[config.mk]
export PLATFORM = sky130hd
export DESIGN_NAME = kpu_keypad_unit
export DESIGN_NICKNAME = d
export VERILOG_FILES = /design/src/kpu_pkg.sv /design/src/kpu_keypad_unit.sv
export VERILOG_INCLUDE_DIRS = /design/src
export SDC_FILE = /design/constraint.sdc
export NUM_CORES = 1
export LEC_CHECK = 0
export ABC_AREA = 1
export BUFFER_PORTS_ARGS = -buffer_cell sky130_fd_sc_hd__buf_2
export CORE_ASPECT_RATIO = 0.8
export CORE_MARGIN = 4
export CORE_UTILIZATION = 40
export CTS_CLUSTER_SIZE = 25
export DETAILED_ROUTE_END_ITERATION = 12
export PLACE_DENSITY = 0.74
export SLEW_MARGIN = 40
export SYNTH_ARGS = -nofsm -noshare
export SYNTH_HDL_FRONTEND = slang
export SYNTH_SLANG_ARGS = --single-unit
[constraint.sdc]
create_clock -name aclk -period 1.23 [get_ports aclk]
set_input_delay 0 -clock aclk [delete_from_list [all_inputs] [get_ports aclk]]
set_output_delay 0 -clock aclk [all_outputs]
set_load 0.01 [all_outputs]
[src/kpu_regs.svh]
// Register map, field positions, reset values and bus answers of the keypad unit.
// Assumes inclusion by the keypad unit module and its bench only.
//
// Contract
// - Five enable bits each select a wake pin.
// - Enabled pin turns on its pull-up.
// - Latch request when enabled pin falls, all high.
// - Edge mode ignores fall while another low.
// - Level mode clears after ack and all-high.
// - Vector fetch acknowledges like software.
// - Writing one acknowledges; bit reads zero.
// - Fall after acknowledge latches fresh request.
// - Unmasked pending request goes to CPU.
// - Edge mode acknowledge clears request at once.
// - Reset clears request and trigger mode.
// - Pending flag read-only, independent of mask.
// - Enable forces pin input over direction.
// - Mask bit blocks interrupts, resets to zero.
// - Mode one edge-and-level, zero edge only.
// - Active in wait and stop; wakes.
// - Break with clear disabled blocks acknowledges; vector fetch still acknowledges.
// - Upper status bits read zero; enables reset zero.
`ifndef KPU_REGS_SVH
`define KPU_REGS_SVH

// ----------------------------------------------------------------------------
// Register indices; the byte address is four times the index.
// ----------------------------------------------------------------------------
`define KPU_SCR_IDX 8'h1a
`define KPU_IER_IDX 8'h1b

// ----------------------------------------------------------------------------
// Status and control field positions.
// ----------------------------------------------------------------------------
`define KPU_SCR_REQUEST_PENDING_FLAG 3
`define KPU_SCR_ACK 2
`define KPU_SCR_MASK 1
`define KPU_SCR_MODE 0

// ----------------------------------------------------------------------------
// Reset values and bus responses.
// ----------------------------------------------------------------------------
`define KPU_IER_RST 5'h00
`define KPU_RESP_OKAY 2'h0
`define KPU_RESP_SLVERR 2'h2

`endif

[src/kpu_pkg.sv]
// Types shared by the keypad unit.
// Assumes the register header is on the include path.
package kpu_pkg;

  // --------------------------------------------------------------------------
  // Control bits that software writes in the status and control register.
  // --------------------------------------------------------------------------
  typedef struct packed {
    logic mask;  // Blocks the request from the CPU when set.
    logic mode;  // One selects edge-and-level triggering.
  } kpu_ctl_t;

  // --------------------------------------------------------------------------
  // One captured write-data beat.
  // --------------------------------------------------------------------------
  typedef struct packed {
    logic [31:0] data;
    logic [3:0] strb;
  } kpu_wbeat_t;

endpackage : kpu_pkg

[src/kpu_keypad_unit.sv]
// Keypad wake unit: five active-low wake pins, request latch, mask and AXI4-Lite registers.
// Assumes one 250 MHz clock; pins are asynchronous, CPU and break signals share the clock.
`include "kpu_regs.svh"
`timescale 1ns/1ps
`default_nettype none

module kpu_keypad_unit
  import kpu_pkg::*;
#(
  parameter int ADDR_W = 8,
  parameter int NPINS = 5
) (
  input wire logic aclk,
  input wire logic aresetn,
  input wire logic [ADDR_W-1:0] s_axi_awaddr,
  input wire logic [2:0] s_axi_awprot,
  input wire logic s_axi_awvalid,
  output var logic s_axi_awready,
  input wire logic [31:0] s_axi_wdata,
  input wire logic [3:0] s_axi_wstrb,
  input wire logic s_axi_wvalid,
  output var logic s_axi_wready,
  output var logic [1:0] s_axi_bresp,
  output var logic s_axi_bvalid,
  input wire logic s_axi_bready,
  input wire logic [ADDR_W-1:0] s_axi_araddr,
  input wire logic [2:0] s_axi_arprot,
  input wire logic s_axi_arvalid,
  output var logic s_axi_arready,
  output var logic [31:0] s_axi_rdata,
  output var logic [1:0] s_axi_rresp,
  output var logic s_axi_rvalid,
  input wire logic s_axi_rready,
  input wire logic [NPINS-1:0] key_pin,
  input wire logic vector_fetch_ack,
  input wire logic break_state,
  input wire logic break_clear_enable,
  output var logic [NPINS-1:0] pin_wake_enable,
  output var logic [NPINS-1:0] pullup_en,
  output var logic [NPINS-1:0] force_input,
  output var logic irq_req
);

  // --------------------------------------------------------------------------
  // Address decode, shared by the read and write paths.
  // --------------------------------------------------------------------------

  // Returns {enable register hit, status register hit}; anything else is unmapped.
  function automatic logic [1:0] kpu_decode(input logic [ADDR_W-1:0] addr);
    logic [ADDR_W-1:0] scr_addr;
    logic [ADDR_W-1:0] ier_addr;
    scr_addr = ADDR_W'({`KPU_SCR_IDX, 2'b00});
    ier_addr = ADDR_W'({`KPU_IER_IDX, 2'b00});
    kpu_decode = {addr == ier_addr, addr == scr_addr};
  endfunction : kpu_decode

  // --------------------------------------------------------------------------
  // State declarations.
  // --------------------------------------------------------------------------
  logic [NPINS-1:0] pin_meta;      // First synchroniser stage, read by the second only.
  logic [NPINS-1:0] pin_sync;      // Second stage, the only copy logic may look at.
  logic prev_any_low;              // Whether some enabled pin was low a cycle ago.
  logic request_pending_flag;                      // The latched request.
  logic ack_pend;                  // Level mode: acknowledge seen while a pin is still low.
  logic [NPINS-1:0] enable;        // Per-pin wake enable.
  kpu_ctl_t ctl;                   // Mask and trigger mode.
  logic aw_got;                    // Write address captured.
  logic w_got;                     // Write data captured.
  logic [ADDR_W-1:0] aw_addr;      // Captured write address.
  kpu_wbeat_t wbeat;               // Captured write data and strobes.

  // Combinational terms.
  logic any_low;                   // Some enabled pin is low now.
  logic fall;                      // Enabled pins went from all high to some low.
  logic wr_do;                     // Write performed this cycle.
  logic [1:0] wr_hit;              // Decode of the captured write address.
  logic [1:0] rd_hit;              // Decode of the read address.
  logic ack_sw;                    // Software acknowledge that break rules allow.
  logic ack;                       // Any acknowledge this cycle.
  logic next_request_pending_flag;
  logic next_ack_pend;

  // --------------------------------------------------------------------------
  // Pin synchroniser.
  // --------------------------------------------------------------------------

  // Two flops per pin; key switches bounce and change at any time against the bus clock.
  always_ff @(posedge aclk) begin
    if (!aresetn) begin
      pin_meta <= '1;
      pin_sync <= '1;
    end else begin
      pin_meta <= key_pin;
      pin_sync <= pin_meta;
    end
  end

  // --------------------------------------------------------------------------
  // Trigger detection.
  // --------------------------------------------------------------------------

  // Only enabled pins take part; a disabled pin held low no longer blocks the others.
  assign any_low = |(~pin_sync & enable);
  // A new request needs every enabled pin high in the cycle before.
  assign fall = any_low && !prev_any_low;

  always_ff @(posedge aclk) begin
    if (!aresetn) begin
      prev_any_low <= 1'b0;
    end else begin
      prev_any_low <= any_low;
    end
  end

  // --------------------------------------------------------------------------
  // Acknowledge sources.
  // --------------------------------------------------------------------------

  assign wr_do = aw_got && w_got && !s_axi_bvalid;
  assign wr_hit = kpu_decode(aw_addr);
  assign rd_hit = kpu_decode(s_axi_araddr);
  // In break with clearing disabled, acknowledge writes are simply dropped.
  assign ack_sw = wr_do && wr_hit[0] && wbeat.strb[0] && wbeat.data[`KPU_SCR_ACK]
                  && !(break_state && !break_clear_enable);
  assign ack = ack_sw || vector_fetch_ack;

  // --------------------------------------------------------------------------
  // Request latch.
  // --------------------------------------------------------------------------

  // A fresh fall always wins over an acknowledge in the same cycle.
  always_comb begin
    next_request_pending_flag = request_pending_flag;
    next_ack_pend = ack_pend;
    if (fall) begin
      next_request_pending_flag = 1'b1;
      next_ack_pend = 1'b0;
    end else if (!ctl.mode) begin
      next_ack_pend = 1'b0;
      if (ack) begin
        next_request_pending_flag = 1'b0;
      end
    end else if (any_low) begin
      // Level mode keeps the request while a pin is low; remember the acknowledge.
      if (ack && request_pending_flag) begin
        next_ack_pend = 1'b1;
      end
    end else if (ack || ack_pend) begin
      next_request_pending_flag = 1'b0;
      next_ack_pend = 1'b0;
    end
  end

  // Reset clears the request even with a pin held low, since every enable resets to zero.
  always_ff @(posedge aclk) begin
    if (!aresetn) begin
      request_pending_flag <= 1'b0;
      ack_pend <= 1'b0;
    end else begin
      request_pending_flag <= next_request_pending_flag;
      ack_pend <= next_ack_pend;
    end
  end

  // --------------------------------------------------------------------------
  // Interrupt and wake output.
  // --------------------------------------------------------------------------

  // The same line wakes the CPU from wait and stop; nothing here depends on a low-power state.
  always_ff @(posedge aclk) begin
    if (!aresetn) begin
      irq_req <= 1'b0;
    end else begin
      irq_req <= request_pending_flag && !ctl.mask;
    end
  end

  // --------------------------------------------------------------------------
  // Software-written registers.
  // --------------------------------------------------------------------------

  // Only byte lane 0 carries register bits; other lanes are ignored.
  always_ff @(posedge aclk) begin
    if (!aresetn) begin
      enable <= `KPU_IER_RST;
      ctl <= '0;
    end else if (wr_do && wbeat.strb[0]) begin
      if (wr_hit[1]) begin
        enable <= wbeat.data[NPINS-1:0];
      end
      if (wr_hit[0]) begin
        ctl.mask <= wbeat.data[`KPU_SCR_MASK];
        ctl.mode <= wbeat.data[`KPU_SCR_MODE];
      end
    end
  end

  // The enable register drives the pull-ups and the direction override straight.
  assign pin_wake_enable = enable;
  assign pullup_en = enable;
  assign force_input = enable;

  // --------------------------------------------------------------------------
  // AXI4-Lite write channel.
  // --------------------------------------------------------------------------

  // Address and data are captured independently, so either may come first.
  always_ff @(posedge aclk) begin
    if (!aresetn) begin
      aw_got <= 1'b0;
      w_got <= 1'b0;
      aw_addr <= '0;
      wbeat <= '0;
      s_axi_awready <= 1'b1;
      s_axi_wready <= 1'b1;
    end else begin
      if (s_axi_awvalid && s_axi_awready) begin
        aw_got <= 1'b1;
        aw_addr <= s_axi_awaddr;
        s_axi_awready <= 1'b0;
      end
      if (s_axi_wvalid && s_axi_wready) begin
        w_got <= 1'b1;
        wbeat <= '{data: s_axi_wdata, strb: s_axi_wstrb};
        s_axi_wready <= 1'b0;
      end
      // Readiness returns only when the response is taken: one write at a time.
      if (s_axi_bvalid && s_axi_bready) begin
        aw_got <= 1'b0;
        w_got <= 1'b0;
        s_axi_awready <= 1'b1;
        s_axi_wready <= 1'b1;
      end
    end
  end

  // The response is raised the cycle after both halves are in.
  always_ff @(posedge aclk) begin
    if (!aresetn) begin
      s_axi_bvalid <= 1'b0;
      s_axi_bresp <= `KPU_RESP_OKAY;
    end else if (wr_do) begin
      s_axi_bvalid <= 1'b1;
      s_axi_bresp <= (|wr_hit) ? `KPU_RESP_OKAY : `KPU_RESP_SLVERR;
    end else if (s_axi_bready) begin
      s_axi_bvalid <= 1'b0;
    end
  end

  // --------------------------------------------------------------------------
  // AXI4-Lite read channel.
  // --------------------------------------------------------------------------

  // Reads have no side effect; the acknowledge bit and upper bits always read zero.
  always_ff @(posedge aclk) begin
    if (!aresetn) begin
      s_axi_arready <= 1'b1;
      s_axi_rvalid <= 1'b0;
      s_axi_rdata <= '0;
      s_axi_rresp <= `KPU_RESP_OKAY;
    end else if (s_axi_arvalid && s_axi_arready) begin
      s_axi_arready <= 1'b0;
      s_axi_rvalid <= 1'b1;
      s_axi_rresp <= (|rd_hit) ? `KPU_RESP_OKAY : `KPU_RESP_SLVERR;
      s_axi_rdata <= '0;
      if (rd_hit[0]) begin
        s_axi_rdata[`KPU_SCR_REQUEST_PENDING_FLAG] <= request_pending_flag;
        s_axi_rdata[`KPU_SCR_MASK] <= ctl.mask;
        s_axi_rdata[`KPU_SCR_MODE] <= ctl.mode;
      end else if (rd_hit[1]) begin
        s_axi_rdata[NPINS-1:0] <= enable;
      end
    end else if (s_axi_rvalid && s_axi_rready) begin
      s_axi_rvalid <= 1'b0;
      s_axi_arready <= 1'b1;
    end
  end

  // --------------------------------------------------------------------------
  // Assertions.
  // --------------------------------------------------------------------------

  chk_fall_latches: assert property (@(posedge aclk) disable iff (!aresetn)
    fall |=> request_pending_flag) else $error("Fall did not latch a request.");

  chk_edge_ack_clears: assert property (@(posedge aclk) disable iff (!aresetn)
    (!ctl.mode && ack && !fall) |=> !request_pending_flag) else $error("Edge mode ack did not clear.");

  chk_level_holds: assert property (@(posedge aclk) disable iff (!aresetn)
    (ctl.mode && request_pending_flag && any_low) |=> request_pending_flag) else $error("Level request dropped while pin low.");

  chk_level_ack_late: assert property (@(posedge aclk) disable iff (!aresetn)
    (ctl.mode && request_pending_flag && any_low && ack && !fall) ##1 (!any_low && ctl.mode)[*2] |-> ##1 !request_pending_flag)
    else $error("Level request not cleared after pins returned high.");

  chk_mask_blocks: assert property (@(posedge aclk) disable iff (!aresetn)
    ctl.mask |=> !irq_req) else $error("Masked request reached the CPU.");

  chk_irq_follows: assert property (@(posedge aclk) disable iff (!aresetn)
    (request_pending_flag && !ctl.mask) |=> irq_req) else $error("Unmasked request not presented.");

  chk_break_guard: assert property (@(posedge aclk) disable iff (!aresetn)
    (break_state && !break_clear_enable && !vector_fetch_ack && !ack_pend && request_pending_flag) |=> request_pending_flag)
    else $error("Ack took effect in protected break.");

  chk_reset_clears: assert property (@(posedge aclk)
    !aresetn |=> (!request_pending_flag && !ctl.mode && !ctl.mask && enable == '0))
    else $error("Reset left state set.");

  chk_scr_zero_bits: assert property (@(posedge aclk) disable iff (!aresetn)
    (s_axi_arvalid && s_axi_arready && rd_hit[0]) |=> (s_axi_rdata[31:4] == '0 && !s_axi_rdata[2]))
    else $error("Reserved or ack bit read nonzero.");

  chk_pullup_write: assert property (@(posedge aclk) disable iff (!aresetn)
    (wr_do && wr_hit[1] && wbeat.strb[0]) |=> pullup_en == $past(wbeat.data[NPINS-1:0]))
    else $error("Pull-ups did not follow the enable write.");

  chk_write_answer: assert property (@(posedge aclk) disable iff (!aresetn)
    wr_do |=> s_axi_bvalid) else $error("Write response missing.");

  // A pin already low in the previous cycle means there is no all-high state to fall from.
  chk_edge_fall_blocked: assert property (@(posedge aclk) disable iff (!aresetn)
    (!ctl.mode && prev_any_low && !request_pending_flag) |=> !request_pending_flag) else $error("Latched while a pin was low.");

  chk_vector_ack: assert property (@(posedge aclk) disable iff (!aresetn)
    (!ctl.mode && vector_fetch_ack && !fall) |=> !request_pending_flag) else $error("Vector fetch did not acknowledge.");

  chk_flag_readback: assert property (@(posedge aclk) disable iff (!aresetn)
    (s_axi_arvalid && s_axi_arready && rd_hit[0]) |=> s_axi_rdata[`KPU_SCR_REQUEST_PENDING_FLAG] == $past(request_pending_flag))
    else $error("Pending flag read back wrong.");

  cov_edge_request: cover property (@(posedge aclk) disable iff (!aresetn)
    !ctl.mode && fall ##2 irq_req);
  cov_level_ack_first: cover property (@(posedge aclk) disable iff (!aresetn)
    ctl.mode && request_pending_flag && any_low && ack ##[1:20] !request_pending_flag);
  cov_break_blocked: cover property (@(posedge aclk) disable iff (!aresetn)
    break_state && !break_clear_enable && ack_sw == 1'b0 && wr_do && wr_hit[0]);
  cov_vector_fetch: cover property (@(posedge aclk) disable iff (!aresetn)
    vector_fetch_ack && request_pending_flag ##1 !request_pending_flag);
  cov_level_pins_first: cover property (@(posedge aclk) disable iff (!aresetn)
    ctl.mode && request_pending_flag && !any_low && ack ##1 !request_pending_flag);

endmodule : kpu_keypad_unit

`default_nettype wire

==> metrics.txt, run 1 <==
# TYPE chip_impl_metric gauge
chip_impl_metric{name="grt_start_max_net_pins",unit=""} 24
chip_impl_metric{name="multi_input_area",unit="µm²"} 955
chip_impl_info{name="timing.critical_path.to",value="force_input[0]"} 1
chip_impl_metric{name="netlist_instances",unit=""} 285
chip_impl_metric{name="synth_edf_count",unit=""} 0
chip_impl_metric{name="numPortBuffers",unit=""} 64
chip_impl_metric{name="clkSlewWorstSetupHoldPaths",unit="ns"} 0.09
chip_impl_info{name="cts_tree",value="yes"} 1
chip_impl_metric{name="drt-vias-per-instance",unit=""} 4.39
chip_impl_metric{name="clk_latency",unit="ns"} 0.30
chip_impl_metric{name="finalNetCount",unit=""} 440
chip_impl_metric{name="hold_viol_final",unit=""} 0
chip_impl_metric{name="track_usage",unit="%"} 13.5
chip_impl_metric{name="numCtsBuffers",unit=""} 5
chip_impl_metric{name="first_pass_grt_wire_length",unit="mm"} 7.25
chip_impl_metric{name="clock.fmax",unit="MHz"} 880
chip_impl_metric{name="remaining_drc_errors",unit=""} 0
chip_impl_metric{name="core_area",unit="mm²"} 0.00518
chip_impl_metric{name="cp_depth",unit=""} 6
chip_impl_metric{name="maxCapViolCount",unit=""} 0
chip_impl_metric{name="final_setup_violation_count",unit=""} 0
chip_impl_info{name="r2r-end",value="force_input[0]"} 1
chip_impl_metric{name="initial_core_util",unit="%"} 42.9
chip_impl_metric{name="totalWireLength",unit="mm"} 4.59
chip_impl_metric{name="clk_path_buf_depth",unit=""} 2
chip_impl_metric{name="ios",unit=""} 130
chip_impl_metric{name="antenna_found_initial",unit=""} 0
chip_impl_metric{name="detail_route.wl_per_cell",unit="µm"} 10.7
chip_impl_metric{name="floorplan.rows",unit=""} 23
chip_impl_metric{name="global_route.overflow_total",unit=""} 0
chip_impl_metric{name="die-width",unit="µm"} 91.3
chip_impl_metric{name="synthesis.area_per_instance",unit="µm²"} 7.80
chip_impl_metric{name="filler_cell_count",unit=""} 490
chip_impl_metric{name="via_count",unit=""} 1886
chip_impl_metric{name="ys.warnings.count",unit=""} 0
chip_impl_info{name="synth_largest_area_cell",value="dfxtp_1"} 1
chip_impl_metric{name="worstPathArrival",unit="ns"} 1.33
chip_impl_metric{name="r2r_slack",unit="ns"} 0.09
chip_impl_metric{name="synthToLayoutAreaGrowth",unit="%"} 25.6
chip_impl_metric{name="drive_gt1_share",unit="%"} 29.6
chip_impl_metric{name="cp_num_buf_inv",unit=""} 1
chip_impl_metric{name="routability_congestion_estimate_from_global_placement",unit=""} 0.770
chip_impl_metric{name="critical-path-max-stage-delay",unit="ns"} 0.34
chip_impl_info{name="setup_repair_after_global_routing_missed_its_margin",value="yes"} 1
chip_impl_info{name="criticalPathCategory",value="reg2reg"} 1
chip_impl_info{name="outcome",value="completed"} 1
chip_impl_metric{name="final_antenna_net_count",unit=""} 0
chip_impl_metric{name="worst_ir_drop_vdd",unit="mV"} 0.702
chip_impl_metric{name="diodes",unit=""} 0
chip_impl_metric{name="worstRegToRegCells",unit=""} 6
chip_impl_info{name="first_element_of_the_critical_path",value="s_axi_bvalid"} 1
chip_impl_metric{name="number_of_sinks_handled_by_clock_tree_synthesis",unit=""} 49
chip_impl_metric{name="finalMaxSlewViolations",unit=""} 0
chip_impl_metric{name="synthDominantCellAreaShare",unit="%"} 44.1
chip_impl_metric{name="asyncSetResetFlopFracSynth",unit="%"} 0
chip_impl_metric{name="setup-tns-final",unit="ns"} 0
chip_impl_metric{name="grt_pass1_vias",unit=""} 1615
chip_impl_info{name="hp-class",value="in2reg"} 1
chip_impl_metric{name="synth_sequential_area_ratio",unit="%"} 44.1
chip_impl_metric{name="power.leakage",unit="nW"} 1.38
chip_impl_metric{name="drt-initial-drc-count",unit=""} 102
chip_impl_metric{name="synthDistinctLibCells",unit=""} 24
chip_impl_info{name="timing.critical_path.to_type",value="register"} 1
chip_impl_info{name="crit_family",value="simple AND/OR/NAND/NOR gates"} 1
chip_impl_metric{name="clock_tree.htree_level_count",unit=""} 2
chip_impl_metric{name="dpl.hpwl",unit="mm"} 3.41
chip_impl_metric{name="critPathRequiredTime",unit="ns"} 1.42
chip_impl_metric{name="final.setup_skew",unit="ns"} 0.00610
chip_impl_metric{name="ys_seq_elements",unit=""} 49
chip_impl_info{name="synthTopCellsByArea",value="dfxtp_1, buf_4, nor2_1"} 1
chip_impl_metric{name="drt-pass1-iter-count",unit=""} 4
chip_impl_info{name="timing.critical_path.cells",value="inv_1 -> nand3_2 -> nor2_4 -> nand2_2 -> o21ai_1 -> a21oi_1"} 1
chip_impl_metric{name="worst-path-max-fanout",unit=""} 6
chip_impl_info{name="regToRegStartpoint",value="s_axi_bvalid"} 1
chip_impl_info{name="critical_path.slowest_cell",value="dfxtp_2"} 1
chip_impl_info{name="clock_tree.root_cell",value="clkbuf_8"} 1
chip_impl_metric{name="power.density",unit="mW/mm²"} 1110
chip_impl_info{name="synthMostInstantiatedCell",value="dfxtp_1"} 1
chip_impl_metric{name="die_h",unit="µm"} 74.7
chip_impl_info{name="synth_flop_cell",value="dfxtp_1"} 1
chip_impl_metric{name="finalHoldWorstSlack",unit="ns"} 0.0625
chip_impl_metric{name="syn-cell-area",unit="mm²"} 0.00222
chip_impl_metric{name="die-area",unit="mm²"} 0.00682
chip_impl_metric{name="layout_worst_path_cycle_share",unit="%"} 92.4
chip_impl_info{name="netlist_top_cells_count",value="dfxtp_1, nor2_1, buf_4, nand2_1, inv_1"} 1
chip_impl_info{name="worst_setup_path_start_kind",value="register"} 1
chip_impl_metric{name="time_the_worst_path_needs_with_i_o_delays_and_setup",unit="ns"} 1.14
chip_impl_metric{name="register_area",unit="µm²"} 986
layout make-up:
cell class | instances | share of cell area (%)
Sequential cell | 49 | 35.3
Multi-Input combinational cell | 192 | 34.2
Timing Repair Buffer | 90 | 20.3
Inverter | 29 | 3.90
Clock buffer | 6 | 2.96
Tap cell | 62 | 2.78
Clock inverter | 2 | 0.493
worst reg2reg max path, delay by kind of cell, from the launching register on:
kind / cells / cell delay, ns
AND/OR/NAND/NOR: 3 / 0.43
buffers and inverters: 1 / 0.06
flip-flops: 1 / 0.34
AO/OA/AOI/OAI: 2 / 0.20
sequential cells by signal (all words and copies together), names as in the netlist, 2 cells and up:
signal	flops
aw_addr	8
wbeat	6
force_input	5
pin_meta	5
pin_sync	5
s_axi_rdata	5
ctl	2
through the flow:
stage / area, µm² / std cells / util (%) / power [mW] / setup slack, ns
6_report: 2790 / 430 / 53.9 / 3.11 / 0.0933
5_1_grt: 2790 / 430 / 53.9 / 3.28 / 0.000107
4_1_cts: 2760 / 429 / 53.2 / 3.14 / 0.0410
3_5_place_dp: 2450 / 400 / 47.3 / 2.11 / 0.0484
3_3_place_gp: 2450 / 400 / 47.3 / 2.10 / 0.0615
2_1_floorplan: 2330 / 313 / - / 2.05 / 0.142
power breakdown:
group / switching, mW / total [mW] / leakage, nW / internal [mW]
Combinational: 0.236 / 0.419 / 0.923 / 0.183
Clock: 0.515 / 0.971 / 0.0512 / 0.456
Sequential: 0.0465 / 1.72 / 0.405 / 1.67
layer usage:
layer	part of all wire, %	global-route usage (%)	routed length, µm	vias up
li1	-	-	-	989
met1	44	16.9	2010	821
met2	46	22.4	2130	66
met3	7.9	3.50	361	10
met5	0	0	0	-
met4	2.0	6.35	91	0
cell families (layout without fill, tap and decap cells):
kind of cell,Yosys count,after routing,synth area share [%]
AND/OR/NAND/NOR,114,115,25.0
other,1,29,0.169
AO/OA/AOI/OAI,48,48,11.7
flip-flops,49,49,44.1
buffers and inverters,73,127,19.0
worst min path at each step:
stage,from,end,depth (start not counted)
after floorplan,key_pin[0],pin_meta[0],1
after global placement,key_pin[0],pin_meta[0],2
after detailed placement,key_pin[3],pin_meta[3],2
after CTS,vector_fetch_ack,request_pending_flag,6
after global routing,vector_fetch_ack,request_pending_flag,6
final,vector_fetch_ack,request_pending_flag,6
cell usage in the layout (no fill, tap or decap), drive strengths merged:
cell | netlist | final
buf | 41 | 69
clkbuf | 3 | 6
o21ai | 27 | 27
or2 | 15 | 15
nand2 | 38 | 39
a21oi | 21 | 21
conb | 1 | 29
inv | 29 | 29
clkinv | 0 | 2
nor2 | 45 | 45
dfxtp | 49 | 49
nor3 | 2 | 2
nand3 | 14 | 14
dlygate4sd3 | 0 | 21
timing repair:
action	in CTS	in global routing
endpoints found under the setup margin	0	7
gates resized for setup	0	12
setup buffers	0	0
endpoints found under the hold margin	22	0
hold buffers	21	0
Power figures use the tool's default switching activity.
==> run 2, diff against run 1 <==
--- a/config.mk
+++ b/config.mk
@@ -13,6 +13,7 @@
 export CORE_UTILIZATION = 40
 export CTS_CLUSTER_SIZE = 25
 export DETAILED_ROUTE_END_ITERATION = 12
+export MAX_ROUTING_LAYER = met4
 export PLACE_DENSITY = 0.74
 export SLEW_MARGIN = 40
 export SYNTH_ARGS = -nofsm -noshare
==> run 2 against run 1 <==
Via count decreased by 0.32%. Clock skew about the same. Worst setup slack worse by 0.0012 ns. Critical path type unchanged. Clock power rose by 1%. Worst hold slack improved by 0.0040 ns. Largest power group unchanged. Routed wire length rose by 0.63%. Power rose by 0.36%. Combinational power is essentially flat.
==> metrics.txt, run 2 (synthesis results as in run 1) <==
# TYPE chip_impl_metric gauge
chip_impl_info{name="outcome",value="completed"} 1
chip_impl_metric{name="total_switching_power",unit="µW"} 809
chip_impl_metric{name="dpl.hpwl",unit="mm"} 3.41
chip_impl_metric{name="power.density",unit="mW/mm²"} 1120
chip_impl_metric{name="grt_start_max_net_pins",unit=""} 24
chip_impl_metric{name="register_area",unit="µm²"} 986
chip_impl_metric{name="remaining_drc_errors",unit=""} 0
chip_impl_info{name="reg_top3",value="aw_addr: 8 flops, wbeat: 6 flops"} 1
chip_impl_metric{name="clk_latency",unit="ns"} 0.30
chip_impl_metric{name="critical-path-max-stage-delay",unit="ns"} 0.34
chip_impl_info{name="max_flop_register",value="aw_addr"} 1
chip_impl_info{name="mostFrequentLayoutCell",value="buf_2"} 1
chip_impl_metric{name="r2r_slack",unit="ns"} 0.09
chip_impl_metric{name="finalNetCount",unit=""} 440
chip_impl_metric{name="detail_route.wl_per_cell",unit="µm"} 10.7
chip_impl_metric{name="global_route.overflow_total",unit=""} 0
chip_impl_metric{name="critPathRequiredTime",unit="ns"} 1.43
chip_impl_metric{name="worstPathArrival",unit="ns"} 1.34
chip_impl_info{name="timing.critical_path.to_type",value="register"} 1
chip_impl_info{name="hp-class",value="in2reg"} 1
chip_impl_metric{name="hold_viol_final",unit=""} 0
chip_impl_metric{name="worstRegToRegCells",unit=""} 8
chip_impl_metric{name="cp_num_buf_inv",unit=""} 1
chip_impl_metric{name="die_h",unit="µm"} 74.7
chip_impl_info{name="criticalPathCategory",value="reg2reg"} 1
chip_impl_metric{name="power.share.combinational",unit="%"} 13.5
chip_impl_info{name="first_element_of_the_critical_path",value="s_axi_bvalid"} 1
chip_impl_metric{name="track_usage",unit="%"} 14.1
chip_impl_metric{name="drt-pass1-iter-count",unit=""} 4
chip_impl_metric{name="number_of_sinks_handled_by_clock_tree_synthesis",unit=""} 49
chip_impl_info{name="timing.critical_path.to",value="request_pending_flag"} 1
chip_impl_metric{name="routability_congestion_estimate_from_global_placement",unit=""} 0.781
chip_impl_metric{name="clock_tree.htree_level_count",unit=""} 2
chip_impl_metric{name="final.setup_skew",unit="ns"} 0.00576
chip_impl_metric{name="multi_input_area",unit="µm²"} 955
chip_impl_metric{name="power.leakage",unit="nW"} 1.38
chip_impl_info{name="regToRegStartpoint",value="s_axi_bvalid"} 1
chip_impl_info{name="setup_repair_after_global_routing_missed_its_margin",value="yes"} 1
chip_impl_metric{name="final_core_utilization",unit="%"} 53.9
chip_impl_metric{name="clk_path_buf_depth",unit=""} 2
chip_impl_metric{name="diodes",unit=""} 0
chip_impl_metric{name="ios",unit=""} 130
chip_impl_metric{name="numPortBuffers",unit=""} 64
chip_impl_metric{name="core_area",unit="mm²"} 0.00518
chip_impl_metric{name="filler_cell_count",unit=""} 490
chip_impl_metric{name="worst_ir_drop_vdd",unit="mV"} 0.721
chip_impl_info{name="crit_family",value="simple AND/OR/NAND/NOR gates"} 1
chip_impl_metric{name="via_count",unit=""} 1880
chip_impl_metric{name="setup-tns-final",unit="ns"} 0
chip_impl_metric{name="final_antenna_net_count",unit=""} 0
chip_impl_metric{name="totalWireLength",unit="mm"} 4.62
chip_impl_metric{name="die-area",unit="mm²"} 0.00682
chip_impl_metric{name="cp_depth",unit=""} 8
chip_impl_metric{name="numCtsBuffers",unit=""} 5
chip_impl_metric{name="postCtsSetupBuffers",unit=""} 0
chip_impl_metric{name="time_the_worst_path_needs_with_i_o_delays_and_setup",unit="ns"} 1.14
chip_impl_info{name="mostFrequentLayoutCells",value="buf_2, dfxtp_1, nor2_1"} 1
chip_impl_metric{name="synthToLayoutAreaGrowth",unit="%"} 25.6
chip_impl_metric{name="final_setup_violation_count",unit=""} 0
chip_impl_info{name="crit_top_cell",value="nand2_1"} 1
chip_impl_metric{name="clkSlewWorstSetupHoldPaths",unit="ns"} 0.09
chip_impl_info{name="timing.critical_path.cells",value="inv_1 -> nand3_2 -> nor2_4 -> nand3_2 -> nand3_1 -> nand2_1 -> nand2_1 -> nand2_1"} 1
chip_impl_metric{name="grt_pass1_vias",unit=""} 1617
chip_impl_metric{name="power_report.internal_total",unit="mW"} 2.31
chip_impl_metric{name="drive_gt1_share",unit="%"} 29.6
chip_impl_metric{name="maxCapViolCount",unit=""} 0
chip_impl_metric{name="clock.fmax",unit="MHz"} 879
chip_impl_metric{name="drt-vias-per-instance",unit=""} 4.37
chip_impl_info{name="worst_setup_path_start_kind",value="register"} 1
chip_impl_metric{name="die-width",unit="µm"} 91.3
chip_impl_metric{name="power.clock.fraction",unit="%"} 31.5
chip_impl_metric{name="initial_core_util",unit="%"} 42.9
chip_impl_metric{name="floorplan.rows",unit=""} 23
chip_impl_metric{name="drt-initial-drc-count",unit=""} 105
chip_impl_metric{name="first_pass_grt_wire_length",unit="mm"} 7.27
chip_impl_metric{name="layout_worst_path_cycle_share",unit="%"} 92.5
chip_impl_info{name="r2r-end",value="request_pending_flag"} 1
chip_impl_info{name="critical_path.slowest_cell",value="dfxtp_2"} 1
chip_impl_metric{name="finalMaxSlewViolations",unit=""} 0
chip_impl_info{name="clock_tree.root_cell",value="clkbuf_8"} 1
chip_impl_info{name="cts_tree",value="yes"} 1
chip_impl_metric{name="max_reg_flops",unit=""} 8
chip_impl_metric{name="worst-path-max-fanout",unit=""} 6
chip_impl_metric{name="pwr-share-seq",unit="%"} 55.1
chip_impl_metric{name="netSwitchingFraction",unit="%"} 25.9
chip_impl_metric{name="antenna_found_initial",unit=""} 0
==> run 2: cell counts in the layout (fill, tap and decap cells not counted) <==
Identical to the previous run, type by type.
==> run 2: stage by stage <==
step | cells | power (mW) | hold WS, ns | worst slack (ns) | area [µm²]
after global placement | 400 | 2.10 | 0.180 | 0.0615 | 2450
after floorplan | 313 | 2.05 | 0.0999 | 0.142 | 2330
after CTS | 429 | 3.14 | 0.0564 | 0.0410 | 2760
after global routing | 430 | 3.29 | 0.0752 | 0.000123 | 2790
after detailed placement | 400 | 2.11 | 0.182 | 0.0484 | 2450
final | 430 | 3.12 | 0.0664 | 0.0922 | 2790
==> run 2: worst min path at each step <==
| stage | from | to | cells after the start |
|---|---|---|---|
| floorplan | key_pin[0] | pin_meta[0] | 1 |
| global placement | key_pin[0] | pin_meta[0] | 2 |
| detailed placement | key_pin[3] | pin_meta[3] | 2 |
| CTS | vector_fetch_ack | request_pending_flag | 6 |
| global route | vector_fetch_ack | request_pending_flag | 6 |
| finish | vector_fetch_ack | ack_pend | 5 |
==> run 2: power by group through the flow <==
stage          Clock, mW  Combinational [mW]  Sequential [mW]
2_1_floorplan          0               0.292             1.76
4_1_cts             1.01               0.413             1.71
6_report           0.982               0.420             1.72
5_1_grt             1.08               0.482             1.73
3_5_place_dp           0               0.360             1.75
3_3_place_gp           0               0.353             1.75
==> run 2: worst reg2reg max path, cell delays in order (launching register included) <==
cell and delay [ns]:
dfxtp_2 0.34, inv_1 0.06, nand3_2 0.10, nor2_4 0.21, nand3_2 0.12, nand3_1 0.08
nand2_1 0.05, nand2_1 0.05, nand2_1 0.04
==> run 2: per-layer routing <==
| layer | part of all wire [%] | routed length, µm | global-route usage, % |
|---|---|---|---|
| met1 | 42 | 1940 | 16.9 |
| met2 | 46 | 2140 | 22.4 |
| met3 | 10 | 470 | 4.70 |
| met4 | 1.4 | 66 | 5.35 |
| met5 | 0 | 0 | - |
==> run 2: repair_timing <==
action / 4_1_cts / 5_1_grt
endpoints found under the setup margin: 0 / 7
gates resized for setup: 0 / 12
endpoints found under the hold margin: 22 / 0
hold buffers: 21 / 0
==> run 2: final cells by class <==
class	instances	area share [%]
clock buffer	6	2.96
clock inverter	2	0.493
inverter	29	3.90
multi-input combinational	192	34.2
sequential	49	35.3
tap	62	2.78
timing repair buffer	90	20.3
==> run 3, diff against run 2 <==
--- a/config.mk
+++ b/config.mk
@@ -8,13 +8,15 @@
 export LEC_CHECK = 0
 export ABC_AREA = 1
 export BUFFER_PORTS_ARGS = -buffer_cell sky130_fd_sc_hd__buf_2
+export CELL_PAD_IN_SITES_DETAIL_PLACEMENT = 1
+export CELL_PAD_IN_SITES_GLOBAL_PLACEMENT = 1
 export CORE_ASPECT_RATIO = 0.8
 export CORE_MARGIN = 4
-export CORE_UTILIZATION = 40
+export CORE_UTILIZATION = 29
 export CTS_CLUSTER_SIZE = 25
 export DETAILED_ROUTE_END_ITERATION = 12
 export MAX_ROUTING_LAYER = met4
-export PLACE_DENSITY = 0.74
+export PLACE_DENSITY_LB_ADDON = 0.1
 export SLEW_MARGIN = 40
 export SYNTH_ARGS = -nofsm -noshare
 export SYNTH_HDL_FRONTEND = slang
==> run 3 against run 2 <==
Combinational power up 5.2%. Routed wire length is 19% higher. Die area is 34% higher. Maximum frequency up 1.9%. Register-to-register slack better by 0.02 ns. Utilization is 14 points lower.
==> metrics.txt, run 3 (synthesis results as in run 1) <==
# TYPE chip_impl_metric gauge
chip_impl_metric{name="detail_route.wl_per_cell",unit="µm"} 11.5
chip_impl_info{name="mostFrequentLayoutCell",value="buf_2"} 1
chip_impl_metric{name="clk_latency",unit="ns"} 0.30
chip_impl_info{name="timing.critical_path.to_type",value="register"} 1
chip_impl_metric{name="max_reg_flops",unit=""} 8
chip_impl_info{name="outcome",value="completed"} 1
chip_impl_metric{name="filler_cell_count",unit=""} 940
chip_impl_metric{name="pre_cts_slack",unit="ns"} 0.0388
chip_impl_metric{name="clock.fmax",unit="MHz"} 896
chip_impl_metric{name="register_area",unit="µm²"} 988
chip_impl_info{name="clock_tree.root_cell",value="clkbuf_8"} 1
chip_impl_metric{name="layout_worst_path_cycle_share",unit="%"} 90.7
chip_impl_info{name="mostFrequentLayoutCells",value="buf_2, dfxtp_1, nor2_1"} 1
chip_impl_metric{name="drt-vias-per-instance",unit=""} 4.02
chip_impl_metric{name="worstRegToRegCells",unit=""} 8
chip_impl_metric{name="numPortBuffers",unit=""} 64
chip_impl_metric{name="globalRouteMet2Util",unit="%"} 20.5
chip_impl_metric{name="ios",unit=""} 130
chip_impl_metric{name="track_usage",unit="%"} 12.4
chip_impl_metric{name="drt-pass1-iter-count",unit=""} 3
chip_impl_metric{name="die-width",unit="µm"} 106
chip_impl_metric{name="drt-initial-drc-count",unit=""} 20
chip_impl_metric{name="remaining_drc_errors",unit=""} 0
chip_impl_metric{name="power.leakage",unit="nW"} 1.45
chip_impl_info{name="max_flop_register",value="aw_addr"} 1
chip_impl_metric{name="globalRouteMet3Util",unit="%"} 2.83
chip_impl_info{name="reg_top3",value="aw_addr: 8 flops, wbeat: 6 flops"} 1
chip_impl_metric{name="worst_ir_drop_vdd",unit="mV"} 0.685
chip_impl_metric{name="antenna_found_initial",unit=""} 0
chip_impl_metric{name="routability_congestion_estimate_from_global_placement",unit=""} 0.715
chip_impl_info{name="busiest_layer",value="met2"} 1
chip_impl_metric{name="core_area",unit="mm²"} 0.00743
chip_impl_metric{name="critPathRequiredTime",unit="ns"} 1.43
chip_impl_metric{name="synthToLayoutAreaGrowth",unit="%"} 32.6
chip_impl_info{name="criticalPathCategory",value="reg2reg"} 1
chip_impl_metric{name="initial_core_util",unit="%"} 29.9
chip_impl_metric{name="final_antenna_net_count",unit=""} 0
chip_impl_metric{name="final.setup_skew",unit="ns"} 0.00455
chip_impl_info{name="worst_setup_path_start_kind",value="register"} 1
chip_impl_info{name="setup_repair_after_global_routing_missed_its_margin",value="no"} 1
chip_impl_metric{name="floorplan.rows",unit=""} 28
chip_impl_metric{name="dpl.hpwl",unit="mm"} 4.15
chip_impl_metric{name="die-area",unit="mm²"} 0.00914
chip_impl_metric{name="maxCapViolCount",unit=""} 0
chip_impl_metric{name="first_pass_grt_wire_length",unit="mm"} 8.85
chip_impl_metric{name="clkSlewWorstSetupHoldPaths",unit="ns"} 0.09
chip_impl_metric{name="diodes",unit=""} 0
chip_impl_metric{name="final_setup_violation_count",unit=""} 0
chip_impl_metric{name="clock_tree.htree_level_count",unit=""} 2
chip_impl_metric{name="clk_path_buf_depth",unit=""} 2
chip_impl_metric{name="grt_pass1_vias",unit=""} 1910
chip_impl_metric{name="die_h",unit="µm"} 86.3
chip_impl_metric{name="hold_viol_final",unit=""} 0
chip_impl_metric{name="setup-tns-final",unit="ns"} 0
chip_impl_metric{name="time_the_worst_path_needs_with_i_o_delays_and_setup",unit="ns"} 1.12
chip_impl_metric{name="number_of_sinks_handled_by_clock_tree_synthesis",unit=""} 49
chip_impl_metric{name="fin_area",unit="mm²"} 0.00295
chip_impl_metric{name="worstPathArrival",unit="ns"} 1.32
chip_impl_metric{name="drive_gt1_share",unit="%"} 31.8
chip_impl_metric{name="finalNetCount",unit=""} 446
chip_impl_metric{name="grt_util_met1",unit="%"} 15.6
chip_impl_metric{name="via_count",unit=""} 1924
chip_impl_metric{name="numCtsBuffers",unit=""} 5
chip_impl_metric{name="finalMaxSlewViolations",unit=""} 0
chip_impl_info{name="hp-class",value="in2reg"} 1
chip_impl_metric{name="power.density",unit="mW/mm²"} 1190
chip_impl_metric{name="multi_input_area",unit="µm²"} 971
chip_impl_metric{name="layout_setup_ws",unit="ns"} 0.114
chip_impl_metric{name="r2r_slack",unit="ns"} 0.11
chip_impl_metric{name="grt_start_max_net_pins",unit=""} 22
chip_impl_metric{name="post_dp_cell_area",unit="mm²"} 0.00254
chip_impl_metric{name="totalWireLength",unit="mm"} 5.52
chip_impl_metric{name="hold-path-cell-count",unit=""} 3
chip_impl_metric{name="placed_cells_incl_taps",unit=""} 448
chip_impl_metric{name="worst-path-max-fanout",unit=""} 4
chip_impl_metric{name="global_route.overflow_total",unit=""} 0
chip_impl_metric{name="instances_no_fill",unit=""} 479
chip_impl_info{name="cts_tree",value="yes"} 1
run 3: stage by stage:
step	hold slack, ns	total power [mW]	util [%]
floorplan	0.0999	2.05	-
global placement	0.179	2.13	34.2
detailed placement	0.183	2.14	34.2
CTS	0.0225	3.55	38.8
global route	0.0596	3.70	39.7
finish	0.0190	3.52	39.7
run 3: worst paths after layout:
path                                             end            from
worst max register to register  request_pending_flag    s_axi_bvalid
worst max-delay path            request_pending_flag    s_axi_bvalid
worst min-delay path                        wbeat[6]  s_axi_wdata[2]
worst min register to register           pin_sync[1]     pin_meta[1]
run 3: per-layer routing:
layer / part of all wire [%] / wire length [µm] / vias to the layer above
met2: 45 / 2470 / 58
met4: 0.67 / 37 / 0
li1: - / - / 999
met3: 5.8 / 322 / 5
met5: 0 / 0 / -
met1: 49 / 2690 / 862
run 3: area by class of cell:
type / instances / area share, %
clock inverters: 3 / 2.21
well taps: 105 / 4.46
repair buffers: 96 / 20.8
multi-input cells: 192 / 33.0
clock buffers: 5 / 2.34
flip-flops and latches: 49 / 33.5
inverters: 29 / 3.69
run 3: critical path, stage by stage (launching register included):
cell and delay (ns):
dfxtp_1 0.32, inv_1 0.06, nand3_2 0.09, nor2_4 0.21
nand3_2 0.12, nand3_1 0.08, nand2_1 0.05, nand2_1 0.06
nand2_1 0.04
run 3: repair_timing:
item,CTS,global route
endpoints found under the setup margin,0,7
setup buffers,0,1
endpoints found under the hold margin,22,0
gates resized for setup,0,18
hold buffers,21,0
run 3: power breakdown:
part | switching, mW | total, mW | internal (mW) | leakage, nW
clock network | 0.543 | 1.35 | 0.808 | 0.0681
registers | 0.0508 | 1.73 | 1.67 | 0.405
logic | 0.248 | 0.442 | 0.194 | 0.973
total | 0.842 | 3.52 | 2.68 | 1.45
